==> src/shared/twu_pkg.sv <==
// Constants, field layout and bus carrier for the timer and watchdog unit
//
// Behaviour
// - Periodic timer reloads from the preset on underflow; preset 0001h to FFFFh.
// - Writing one to the restart bit restarts the timer on the next input-clock edge.
// - Hardware clears the restart bit on the very edge that restarts the timer.
// - Read-only terminal-count flag sets when the timer reaches zero; writes ignored.
// - With interrupt enable set, each count to zero raises a CPU interrupt.
// - Last-touch-delay bit shows a watchdog data write still in progress.
// - With freeze enable set, the debug freeze input stops the timer.
// - Control and status register clears its non-reserved bits at reset.
// - First count-register write starts the watchdog; later writes reload it; reset 0Fh.
// - Keyed servicing: writing 5Ch reloads the watchdog from the count register.
// - Keyed servicing: writing any other key value is a watchdog error.
// - Two key writes within one watchdog clock cycle are a watchdog error.
// - Keyed servicing disabled: key register writes are ignored.
// - Timer input clock is one of six rates, slow clock divided by 1 to 32.
// - Count value is the most watchdog cycles between services; later is an error.
// - Any watchdog error requests a reset of the whole device.
// - A configuration bit clocks the watchdog by timer input clock or underflow.
// - Locked registers ignore writes and read unreliably; lock bits stick until reset.
// - Divider codes 000 to 101 divide the slow clock by 1 to 32; others reserved.
package twu_pkg;

  // ******************************************************************
  // Register map (word index on the register port)
  // ******************************************************************
  localparam logic [2:0] OFS_CFG    = 3'h0;
  localparam logic [2:0] OFS_PRESC  = 3'h1;
  localparam logic [2:0] OFS_RELOAD = 3'h2;
  localparam logic [2:0] OFS_CSR    = 3'h3;
  localparam logic [2:0] OFS_WD_COUNT = 3'h4;
  localparam logic [2:0] OFS_KEY    = 3'h5;

  // ******************************************************************
  // Field positions
  // ******************************************************************
  localparam int CFG_LOCK_CFG   = 0;
  localparam int CFG_LOCK_PRESC = 1;
  localparam int CFG_LOCK_TMR   = 2;
  localparam int CFG_LOCK_WD_COUNT = 3;
  localparam int CFG_WD_CLK_SEL = 4;
  localparam int CFG_KEYED      = 5;
  localparam int CSR_RESTART    = 0;
  localparam int CSR_TERM       = 1;
  localparam int CSR_IRQ_EN     = 2;
  localparam int CSR_LTD        = 3;
  localparam int CSR_FREEZE_EN  = 4;

  // ******************************************************************
  // Reset values and codes
  // ******************************************************************
  localparam logic [5:0]  CFG_RST    = 6'h00;
  localparam logic [2:0]  PRESC_RST  = 3'h0;
  localparam logic [15:0] RELOAD_RST = 16'hffff;
  localparam logic [7:0]  WD_COUNT_RST = 8'h0f;
  localparam logic [7:0]  SERVICE_KEY = 8'h5c;
  localparam logic [2:0]  DIV_CODE_MAX = 3'h5;

  typedef struct packed {
    logic [2:0]  addr;
    logic [15:0] wdata;
    logic        wr;
    logic        rd;
  } reg_req_type;

endpackage : twu_pkg

==> src/rtl/timer_watchdog_unit.sv <==
// Periodic timer and keyed watchdog with a simple register port
//
// Decided for this implementation: the placing of the registers and the strobed register port.
`timescale 1ns/1ps
module timer_watchdog_unit (
  input  wire logic                mclk,       // System clock, 250 MHz
  input  wire logic                reset,      // Synchronous reset, active high
  input  wire logic                clk_en,     // Freezes all state while low
  input  wire logic                slow_clk,   // Slow clock pin, asynchronous
  input  wire logic                freeze_in,  // Debug freeze pin, asynchronous
  input  twu_pkg::reg_req_type     bus_req,    // Register request
  output logic [15:0]              rdata,      // Read data, cycle after read strobe
  output logic                     timer_irq,  // Timer interrupt, one-cycle pulse
  output logic                     wd_reset    // Whole-device reset request, level
);
  import twu_pkg::*;

  typedef enum logic [2:0] {
    WD_IDLE = 3'b001,
    WD_RUN  = 3'b010,
    WD_ERR  = 3'b100
  } wd_state_type;

  // ******************************************************************
  // Pin synchronisers
  // ******************************************************************
  logic [2:0] slow_sy_q;
  logic [2:0] slow_sy_d;
  logic [2:0] frz_sy_q;
  logic [2:0] frz_sy_d;
  logic       slow_lvl_q;
  logic       slow_lvl_d;
  logic       frz_lvl_q;
  logic       frz_lvl_d;
  logic       slow_tick;

  always_comb
  begin
    slow_sy_d  = {slow_sy_q[1:0], slow_clk};
    frz_sy_d   = {frz_sy_q[1:0], freeze_in};
    slow_lvl_d = slow_lvl_q;
    frz_lvl_d  = frz_lvl_q;
    // A level counts only once the second and third stages agree
    if (slow_sy_q[1] == slow_sy_q[2])
      slow_lvl_d = slow_sy_q[2];
    if (frz_sy_q[1] == frz_sy_q[2])
      frz_lvl_d = frz_sy_q[2];
    slow_tick = slow_lvl_d & ~slow_lvl_q;
  end

  always_ff @(posedge mclk)
  begin
    if (reset)
    begin
      slow_sy_q  <= 3'h0;
      frz_sy_q   <= 3'h0;
      slow_lvl_q <= 1'b0;
      frz_lvl_q  <= 1'b0;
    end
    else if (clk_en)
    begin
      slow_sy_q  <= slow_sy_d;
      frz_sy_q   <= frz_sy_d;
      slow_lvl_q <= slow_lvl_d;
      frz_lvl_q  <= frz_lvl_d;
    end
  end

  // ******************************************************************
  // Registers, timer and watchdog
  // ******************************************************************
  logic [5:0]   cfg_q, cfg_d;
  logic [2:0]   presc_q, presc_d;
  logic [15:0]  reload_q, reload_d;
  logic [15:0]  tmr_q, tmr_d;
  logic [4:0]   div_q, div_d;
  logic         restart_q, restart_d;
  logic         term_q, term_d;
  logic         irq_en_q, irq_en_d;
  logic         frz_en_q, frz_en_d;
  logic         ltd_q, ltd_d;
  logic         irq_q, irq_d;
  logic [7:0]   wd_count_q, wd_count_d;
  logic [7:0]   wd_q, wd_d;
  logic         svc_q, svc_d;
  wd_state_type wd_st_q, wd_st_d;
  logic [15:0]  rdata_q, rdata_d;

  logic [5:0]   div_span;
  logic [4:0]   div_lim;
  logic         tin_tick;
  logic         frozen;
  logic         underflow;
  logic         wd_tick;
  logic         wr_cfg, wr_presc, wr_reload, wr_csr, wr_wd_count, wr_key;
  logic         key_ok, wd_err;

  always_comb
  begin
    cfg_d     = cfg_q;
    presc_d   = presc_q;
    reload_d  = reload_q;
    tmr_d     = tmr_q;
    div_d     = div_q;
    restart_d = restart_q;
    term_d    = term_q;
    irq_en_d  = irq_en_q;
    frz_en_d  = frz_en_q;
    ltd_d     = ltd_q;
    wd_count_d = wd_count_q;
    wd_d      = wd_q;
    svc_d     = svc_q;
    wd_st_d   = wd_st_q;
    rdata_d   = 16'h0000;
    wd_err    = 1'b0;

    // Lock bits gate writes; a locked register ignores writes until reset, though status bits in CSR still change
    wr_cfg    = bus_req.wr & (bus_req.addr == OFS_CFG) & ~cfg_q[CFG_LOCK_CFG];
    wr_presc  = bus_req.wr & (bus_req.addr == OFS_PRESC) & ~cfg_q[CFG_LOCK_PRESC];
    wr_reload = bus_req.wr & (bus_req.addr == OFS_RELOAD) & ~cfg_q[CFG_LOCK_TMR];
    wr_csr    = bus_req.wr & (bus_req.addr == OFS_CSR) & ~cfg_q[CFG_LOCK_TMR];
    wr_wd_count = bus_req.wr & (bus_req.addr == OFS_WD_COUNT) & ~cfg_q[CFG_LOCK_WD_COUNT];
    wr_key    = bus_req.wr & (bus_req.addr == OFS_KEY);
    key_ok    = bus_req.wdata[7:0] == SERVICE_KEY;

    // Prescaler: divide by 2**code, reserved codes give no input clock
    div_span = 6'h01 << presc_q;
    div_lim  = 5'(div_span - 6'h01);
    tin_tick = slow_tick & (presc_q <= DIV_CODE_MAX) & (div_q == div_lim);
    if (slow_tick)
      div_d = (div_q >= div_lim) ? 5'h00 : 5'(div_q + 5'h01);

    frozen    = frz_en_q & frz_lvl_q;
    underflow = tin_tick & ~restart_q & ~frozen & (tmr_q == 16'h0001);

    // Timer
    if (tin_tick)
    begin
      if (restart_q)
      begin
        tmr_d     = reload_q;
        restart_d = 1'b0;
      end
      else if (!frozen)
      begin
        if (tmr_q == 16'h0000)
          tmr_d = reload_q;
        else
          tmr_d = tmr_q - 16'h0001;
      end
    end
    irq_d = underflow & irq_en_q;

    // Flag is cleared by reading the status register, a new event wins
    term_d = underflow | (term_q & ~(bus_req.rd & (bus_req.addr == OFS_CSR) &
             ~cfg_q[CFG_LOCK_TMR]));

    // Register writes
    if (wr_cfg)
      cfg_d = bus_req.wdata[5:0] | (cfg_q & 6'h0f);
    if (wr_presc)
      presc_d = bus_req.wdata[2:0];
    if (wr_reload)
      reload_d = bus_req.wdata;
    if (wr_csr)
    begin
      if (bus_req.wdata[CSR_RESTART])
        restart_d = 1'b1;
      irq_en_d = bus_req.wdata[CSR_IRQ_EN];
      frz_en_d = bus_req.wdata[CSR_FREEZE_EN];
    end

    // Watchdog
    wd_tick = cfg_q[CFG_WD_CLK_SEL] ? tin_tick : underflow;
    if (wd_tick)
      svc_d = 1'b0;
    if (wd_st_q == WD_RUN && wd_tick)
    begin
      if (wd_q == 8'h00)
        wd_err = 1'b1;
      else
        wd_d = wd_q - 8'h01;
    end
    if (wr_wd_count)
    begin
      wd_count_d = bus_req.wdata[7:0];
      wd_d    = bus_req.wdata[7:0];
      if (wd_st_q == WD_IDLE)
        wd_st_d = WD_RUN;
    end
    if (wr_key && cfg_q[CFG_KEYED])
    begin
      if (!key_ok)
        wd_err = 1'b1;
      else if (svc_q)
        wd_err = 1'b1;
      else
      begin
        wd_d  = wd_count_q;
        svc_d = 1'b1;
        if (wd_st_q == WD_IDLE)
          wd_st_d = WD_RUN;
      end
    end
    // Transfer stays pending until the slow domain has taken it
    ltd_d = wr_wd_count | (wr_key & cfg_q[CFG_KEYED]) | (ltd_q & ~slow_tick);

    case (wd_st_q)
      WD_IDLE: wd_st_d = wd_st_d;
      WD_RUN:  if (wd_err) wd_st_d = WD_ERR;
      WD_ERR:  wd_st_d = WD_ERR;
      default: wd_st_d = WD_IDLE;
    endcase
    if (wd_st_q == WD_IDLE && wd_err)
      wd_st_d = WD_ERR;

    // Read side; locked and write-only registers read as zero
    if (bus_req.rd)
    begin
      case (bus_req.addr)
        OFS_CFG:    rdata_d = cfg_q[CFG_LOCK_CFG] ? 16'h0000 : {10'h000, cfg_q};
        OFS_PRESC:  rdata_d = cfg_q[CFG_LOCK_PRESC] ? 16'h0000 : {13'h0000, presc_q};
        OFS_RELOAD: rdata_d = cfg_q[CFG_LOCK_TMR] ? 16'h0000 : reload_q;
        OFS_CSR:    rdata_d = cfg_q[CFG_LOCK_TMR] ? 16'h0000 :
                    {11'h000, frz_en_q, ltd_q, irq_en_q, term_q, restart_q};
        default:    rdata_d = 16'h0000;
      endcase
    end
  end

  always_ff @(posedge mclk)
  begin
    if (reset)
    begin
      cfg_q     <= CFG_RST;
      presc_q   <= PRESC_RST;
      reload_q  <= RELOAD_RST;
      tmr_q     <= RELOAD_RST;
      div_q     <= 5'h00;
      restart_q <= 1'b0;
      term_q    <= 1'b0;
      irq_en_q  <= 1'b0;
      frz_en_q  <= 1'b0;
      ltd_q     <= 1'b0;
      irq_q     <= 1'b0;
      wd_count_q <= WD_COUNT_RST;
      wd_q      <= WD_COUNT_RST;
      svc_q     <= 1'b0;
      wd_st_q   <= WD_IDLE;
      rdata_q   <= 16'h0000;
    end
    else if (clk_en)
    begin
      cfg_q     <= cfg_d;
      presc_q   <= presc_d;
      reload_q  <= reload_d;
      tmr_q     <= tmr_d;
      div_q     <= div_d;
      restart_q <= restart_d;
      term_q    <= term_d;
      irq_en_q  <= irq_en_d;
      frz_en_q  <= frz_en_d;
      ltd_q     <= ltd_d;
      irq_q     <= irq_d;
      wd_count_q <= wd_count_d;
      wd_q      <= wd_d;
      svc_q     <= svc_d;
      wd_st_q   <= wd_st_d;
      rdata_q   <= rdata_d;
    end
  end

  assign rdata     = rdata_q;
  assign timer_irq = irq_q;
  assign wd_reset  = wd_st_q == WD_ERR;
endmodule : timer_watchdog_unit

==> config.mk <==
export PLATFORM = sky130hd
export DESIGN_NAME = timer_watchdog_unit
export DESIGN_NICKNAME = d
export VERILOG_FILES = /design/src/shared/twu_pkg.sv /design/src/rtl/timer_watchdog_unit.sv
export SDC_FILE = /design/constraint.sdc
export NUM_CORES = 1
export LEC_CHECK = 0
export BUFFER_PORTS_ARGS = -buffer_cell sky130_fd_sc_hd__clkbuf_2
export CAP_MARGIN = 20
export CORE_UTILIZATION = 50
export CTS_CLUSTER_DIAMETER = 30
export DETAILED_ROUTE_END_ITERATION = 10
export PLACE_DENSITY = 0.69
export SETUP_SLACK_MARGIN = 0.5
export SYNTH_ARGS = -nofsm -noshare
export SYNTH_HDL_FRONTEND = slang
export SYNTH_SLANG_ARGS = --single-unit
export TNS_END_PERCENT = 50
==> constraint.sdc <==
create_clock -name mclk -period 6.2 [get_ports mclk]
set_input_delay 1.24 -clock mclk [delete_from_list [all_inputs] [get_ports mclk]]
set_output_delay 1.24 -clock mclk [all_outputs]
set_load 0.01 [all_outputs]
Word-level counts from Yosys, hierarchy flattened
Cells that the tools add are included.
{"block": "totals", "mem_bits_rw": 0, "out_inout_bits": 18, "memories": 0, "in_bits": 26, "romBits": 0, "latch_bits": 0, "wordCells": 131, "regBits": 96}
{"block": "classes", "n_reduce_logical": 14, "magnitude_cmp": 2, "addsub": 4, "n_mux": 39, "div_mod_pow": 0, "n_eq_ne": 14, "bitwise_logic": 37, "n_shift": 1, "mul": 0}
{"operator": "16-bit two-way mux", "count": 5}
{"operator": "16-bit one-hot mux with 4 select lines", "count": 1}
{"operator": "8-bit two-way mux", "count": 6}
{"operator": "3-bit two-way mux", "count": 9}
{"operator": "1-bit bitwise AND", "count": 24}
{"operator": "16-bit by 1-bit == test with 1-bit output, second input constant", "count": 1}
{"operator": "16-bit zero test", "count": 1}
{"operator": "16-bit by 1-bit subtractor with 16-bit output, second input constant", "count": 1}
{"operator": "1-bit two-way mux", "count": 14}
{"operator": "2-bit AND reduction", "count": 7}
{"operator": "5-bit two-way mux", "count": 2}
{"operator": "3-bit by 2-bit == test with 1-bit output, second input constant", "count": 3}
{"operator": "3-bit == test, second input constant", "count": 3}
{"operator": "1-bit inverter", "count": 9}
{"operator": "3-bit one-hot mux with 3 select lines", "count": 1}
{"operator": "8-bit by 7-bit == test with 1-bit output, second input constant", "count": 1}
{"operator": "8-bit zero test", "count": 1}
{"operator": "8-bit by 1-bit subtractor with 8-bit output, second input constant", "count": 1}
{"operator": "3-bit by 1-bit == test with 1-bit output, second input constant", "count": 2}
{"operator": "6-bit two-way mux", "count": 1}
{"operator": "6-bit by 4-bit bitwise OR with 6-bit output", "count": 1}
{"operator": "5-bit by 1-bit adder with 5-bit output, second input constant", "count": 1}
{"operator": "5-bit == test", "count": 1}
{"operator": "5-bit greater-or-equal comparator", "count": 1}
{"operator": "other kinds (9)", "count": 14}

Depth between registers and ports, before layout
{"block": "depth", "word_depth": 17, "mapped_depth": 15}

Worst setup path before layout
OpenSTA, ideal clock, no wires.
{"block": "synth_timing", "path_kind": "register to register", "start": "register presc_q[0]", "end": "register tmr_q[15]", "path_buffers": 1, "required_ps": 6059, "path_slack_ps": 3046, "stages_incl_launch_ff": 15, "t_arrival_ps": 3013, "path_cell_list": "dfxtp_1 > or3_1 > ha_1 > nor3_1 > a21o_1 > a21oi_1 > ha_1 > nand3_1 > a211o_1 > or2_2 > a31oi_1 > clkbuf_1 > o21ai_0 > nand2_1 > o211ai_1"}
{"block": "synth_via", "elab_chain_cells": 5, "word_cells_on_any_way": 7, "classes_between": "1 x add/sub; 1 x order compare; 1 x eq/ne; 1 x shift; 2 x bitwise; 1 x reduce/logical"}
{"item": "start, declared", "line_no": "timer_watchdog_unit.sv:73", "rtl": "logic [2:0] presc_q, presc_d;"}
{"item": "start signal, assigned", "line_no": "timer_watchdog_unit.sv:255", "rtl": "presc_q <= presc_d;"}
{"item": "1-bit by 3-bit left shift with 5-bit output", "line_no": "timer_watchdog_unit.sv:127", "rtl": "div_span = 6'h01 << presc_q;"}
{"item": "5-bit by 1-bit subtractor with 5-bit output", "line_no": "timer_watchdog_unit.sv:128", "rtl": "div_lim = 5'(div_span - 6'h01);"}
{"item": "5-bit == test", "line_no": "timer_watchdog_unit.sv:129", "rtl": "tin_tick = slow_tick & (presc_q <= DIV_CODE_MAX) & (div_q == div_lim);"}
{"item": "1-bit bitwise AND (*)", "line_no": "timer_watchdog_unit.sv:129"}
{"item": "3-bit AND reduction (no source line) (*)"}
{"item": "end signal, assigned", "line_no": "timer_watchdog_unit.sv:257", "rtl": "tmr_q <= tmr_d;"}
{"item": "end, declared", "line_no": "timer_watchdog_unit.sv:75", "rtl": "logic [15:0] tmr_q, tmr_d;"}
Every way passes the cells marked *; elsewhere a longest branch is shown, timed or not.
A chain may end at the register's enable or synchronous reset.

Worst setup path in the final report
{"block": "layout_timing", "start": "register presc_q[0]", "end": "register wd_q[6]"}
{"block": "layout_via", "elab_chain_cells": 14, "word_cells_on_any_way": 16, "classes_between": "1 x add/sub; 1 x order compare; 1 x eq/ne; 1 x shift; 6 x mux; 5 x bitwise; 1 x reduce/logical"}
{"item": "1-bit by 3-bit left shift with 5-bit output", "line_no": "timer_watchdog_unit.sv:127"}
{"item": "5-bit by 1-bit subtractor with 5-bit output", "line_no": "timer_watchdog_unit.sv:128"}
{"item": "5-bit == test", "line_no": "timer_watchdog_unit.sv:129"}
{"item": "1-bit bitwise AND (*)", "line_no": "timer_watchdog_unit.sv:129"}
{"item": "1-bit bitwise AND (3 in a row)", "line_no": "timer_watchdog_unit.sv:134", "rtl": "underflow = tin_tick & ~restart_q & ~frozen & (tmr_q == 16'h0001);"}
{"item": "1-bit two-way mux (*)", "line_no": "timer_watchdog_unit.sv:174", "rtl": "wd_tick = cfg_q[CFG_WD_CLK_SEL] ? tin_tick : underflow;"}
{"item": "1-bit logical AND (*)", "line_no": "timer_watchdog_unit.sv:177", "rtl": "if (wd_st_q == WD_RUN && wd_tick)"}
{"item": "8-bit two-way mux (*)", "line_no": "timer_watchdog_unit.sv:177"}
{"item": "8-bit two-way mux (*)", "line_no": "timer_watchdog_unit.sv:184", "rtl": "if (wr_wd_count)"}
{"item": "8-bit two-way mux", "line_no": "timer_watchdog_unit.sv:195", "rtl": "else if (svc_q)"}
{"item": "8-bit two-way mux", "line_no": "timer_watchdog_unit.sv:193", "rtl": "if (!key_ok)"}
{"item": "8-bit two-way mux (*)", "line_no": "timer_watchdog_unit.sv:191", "rtl": "if (wr_key && cfg_q[CFG_KEYED])"}
{"item": "end signal, assigned", "line_no": "timer_watchdog_unit.sv:266", "rtl": "wd_q <= wd_d;"}
{"item": "end, declared", "line_no": "timer_watchdog_unit.sv:84", "rtl": "logic [7:0] wd_q, wd_d;"}
Marks and branches as above.

==> reports/results.txt <==
Pint = 0.816 mW
Tcrit/Tclk final = 56.0%
Multi-input gate area = 2650 sq um
Worst path slowest cell = or3_1
Net Switching = 0.310 mW
Slew HR = 33.0%
Register area = 1920 sq um
Final worst path period need = 3.47 ns
Syn Inst Count = 583
Residual DRC = 0
Most frequent cell after synthesis = dfxtp_1
Die height = 99.6 um
Synth async-reset ratio = 0%
Max rail drop VDD = 0.154 mV
Post-layout nets = 648
Crit start category = register
Max Slew Vio Count = 0
Share of layout cells above drive strength 1 = 12.7%
Post-Syn Area per Cell = 8.18 sq um
I/O pin count = 44
Ant. Diodes = 0
Post-CTS Resized = 0
IO buf count = 43
YS warnings = 0
Finished Cell Area = 5270 sq um
Clock Power Share = 36.2%
Top cells by count, synth = dfxtp_1 (96), nor2_1 (80), nand2_1 (60), a21oi_1 (43), mux2i_1 (31)
Initial antenna violation count = 0
Utilization after layout = 57.1%
Post-synthesis sequential element count = 96
Synth area leaders = dfxtp_1 (40%), mux2i_1 (6.5%), nor2_1 (6.3%), nand2_1 (4.7%), a21oi_1 (4.5%)
CP Class = reg2reg
Post-DP HPWL = 8.51 mm
Outcome = complete, no violations
Critical-path cell list = or3_1 > ha_1 > nor3_1 > a21o_1 > a21oi_1 > ha_1 > nand3_1 > a211o_1 > nor2_1 > nand3_1 > nor4b_1 > a21oi_1 > o22ai_1
H-Tree Level Count = 3
Routed WL per cell = 16.5 um
Post-CTS setup buffers = 0
LEAKAGE = 2.02 nW
Cell Area, Placed = 5050 sq um
Pwr dens = 214 nW/um^2
Via-per-instance ratio = 6.01
Clock latency at the later pin of the worst-skew pair = 0.37 ns
First-pass GRT wire length = 19.8 mm
Combinational fraction of design power = 7.5%
Unrepaired setup endpoints after global routing = no
Reg clk slew, reported paths = 0.10 ns
First drt pass iteration count = 5
WL final = 12.3 mm
Sw frac = 27.6%
Synthesis-to-finish area growth = 10.6%
Final RePlAce weighted congestion = 0.879
Remaining antenna violation count = 0
Arrival time worst endpoint = 3.71 ns
CTS buffer count = 9
Final setup fails = 0
Vias in the first global route = 3838
Max-Cap Viols = 0
Clk root buf = clkbuf_8
Fin. Hold Viols = 0
Worst Path Required = 6.44 ns
Max Fclk = 0.288 GHz
Layout Skew = 0.0100 ns
Hold buffers post-CTS = 0
GRT overflow = 0
Fin Setup TNS = 0 ns
Crit end category = register
Unique masters post-synth = 60
Fillcell total = 852
Via count = 4472
Row count = 35
Top FF cell, synth = dfxtp_1
Num Clock Sinks = 96
Drt initial violations = 488
Seq pwr share = 56.3%
Post-synth design cell area = 4770 sq um
Die Footprint = 9930 sq um
Fin Hold WS = 0.459 ns
Core area = 9240 sq um
Clock Path Buffers = 2
Buf/Inv on CP = 0
Crit-path max cell delay = 0.43 ns
Share of the synthesized area in the top cell type = 40.3%
Cell family with most CP delay = simple AND/OR/NAND/NOR gates
Seq/Total Area, Yosys = 40.3%
Hold Path Class = reg2reg
Chip Width = 99.6 um
GRT Total Usage = 25.0%
Largest net degree at the start of global routing = 61
Largest fanout on the critical path = 7
Post-synth EDFFs = 0
Slew @ Worst Pin = 1.01 ns
CTS tree = yes
Syn nets = 621
Initial core utilization = 51.6%
Leading area contributor after synthesis = dfxtp_1
==> routing by layer <==
metal  GRT usage (%)  routed length [um]  vias up
met3            4.08                 855       16
met2            35.5                5210      178
met5               0                   0        -
met1            38.5                6040     2117
li1                -                   -     2161
met4            7.01                 150        0
==> stage by stage <==
step	std cells	power [mW]	setup slack [ns]
after detailed placement	725	0.731	2.35
after global placement	725	0.730	2.51
final	744	1.13	2.73
after floorplan	583	0.700	3.05
after global routing	744	1.17	2.56
after CTS	741	1.14	2.36
==> kinds of logic after synthesis <==
family          after synthesis  synth area share, %
mux                          31                 6.51
buf+inv                      52                 4.20
compound gates              143                 19.9
xor+xnor                     11                 2.02
fa+ha+maj                    12                 3.15
simple gates                238                 23.9
flops                        96                 40.3
==> worst register-to-register path, stage by stage (launching register included) <==
cell,delay (ns)
dfxtp_1,0.40
or3_1,0.43
ha_1,0.27
nor3_1,0.16
a21o_1,0.10
a21oi_1,0.06
ha_1,0.31
nand3_1,0.10
a211o_1,0.26
nor2_1,0.42
nand3_1,0.30
nor4b_1,0.25
a21oi_1,0.21
o22ai_1,0.08
==> area by class of cell <==
type                    instances  area share, %
flip-flops and latches         96           36.4
multi-input cells             435           50.2
repair buffers                 52           5.46
inverters                      16           1.14
clock buffers                   9           2.35
clock inverters                 7           1.31
well taps                     129           3.06
==> worst paths after layout <==
path                            depth (start not counted)           from             to  slack (ns)
worst min register to register                          2  wd_count_q[5]  wd_count_q[5]        0.46
worst min-delay path                                    2  wd_count_q[5]  wd_count_q[5]        0.46
worst max register to register                         13     presc_q[0]        wd_q[6]        2.73
worst max-delay path                                   13     presc_q[0]        wd_q[6]        2.73
==> power by group through the flow <==
stage | clock (mW) | combinational, mW | sequential [mW]
final | 0.407 | 0.0850 | 0.634
after global routing | 0.444 | 0.0922 | 0.636
after CTS | 0.418 | 0.0837 | 0.634
after detailed placement | 0 | 0.0833 | 0.648
after global placement | 0 | 0.0818 | 0.648
after floorplan | 0 | 0.0545 | 0.645
==> cells in the final DEF (no fill, tap or decap), types with 3 or more instances in the layout <==
cell / instances
nor4b_1: 3
clkbuf_8: 9
or3_1: 4
xnor2_1: 4
clkbuf_2: 43
xor2_1: 7
o2bb2ai_1: 3
nand2b_1: 8
nand3_1: 27
ha_1: 12
nor2_1: 80
nand4_1: 9
nand2_1: 60
nand3b_1: 3
nor2b_1: 3
o21ai_0: 24
a31oi_1: 5
a22oi_1: 16
o211ai_1: 5
o21a_1: 5
mux2i_1: 31
and3_1: 6
a222oi_1: 5
a21oi_1: 42
dfxtp_1: 96
a41oi_1: 3
buf_4: 7
nor4_1: 5
a21o_1: 5
o221ai_1: 4
inv_1: 16
nor3_1: 14
o22ai_1: 7
inv_8: 3
inv_6: 3
==> sequential cells by signal (all words and copies together), names as in the netlist <==
| name | count |
|---|---|
| irq_en_q | 1 |
| svc_q | 1 |
| frz_sy_q | 3 |
| restart_q | 1 |
| timer_irq | 1 |
| tmr_q | 16 |
| wd_st_q | 3 |
| ltd_q | 1 |
| term_q | 1 |
| slow_sy_q | 3 |
| slow_lvl_q | 1 |
| cfg_q | 6 |
| reload_q | 16 |
| div_q | 5 |
| wd_count_q | 8 |
| frz_lvl_q | 1 |
| presc_q | 3 |
| frz_en_q | 1 |
| rdata | 16 |
| wd_q | 8 |
No activity file was read; power rests on OpenSTA's default activity.
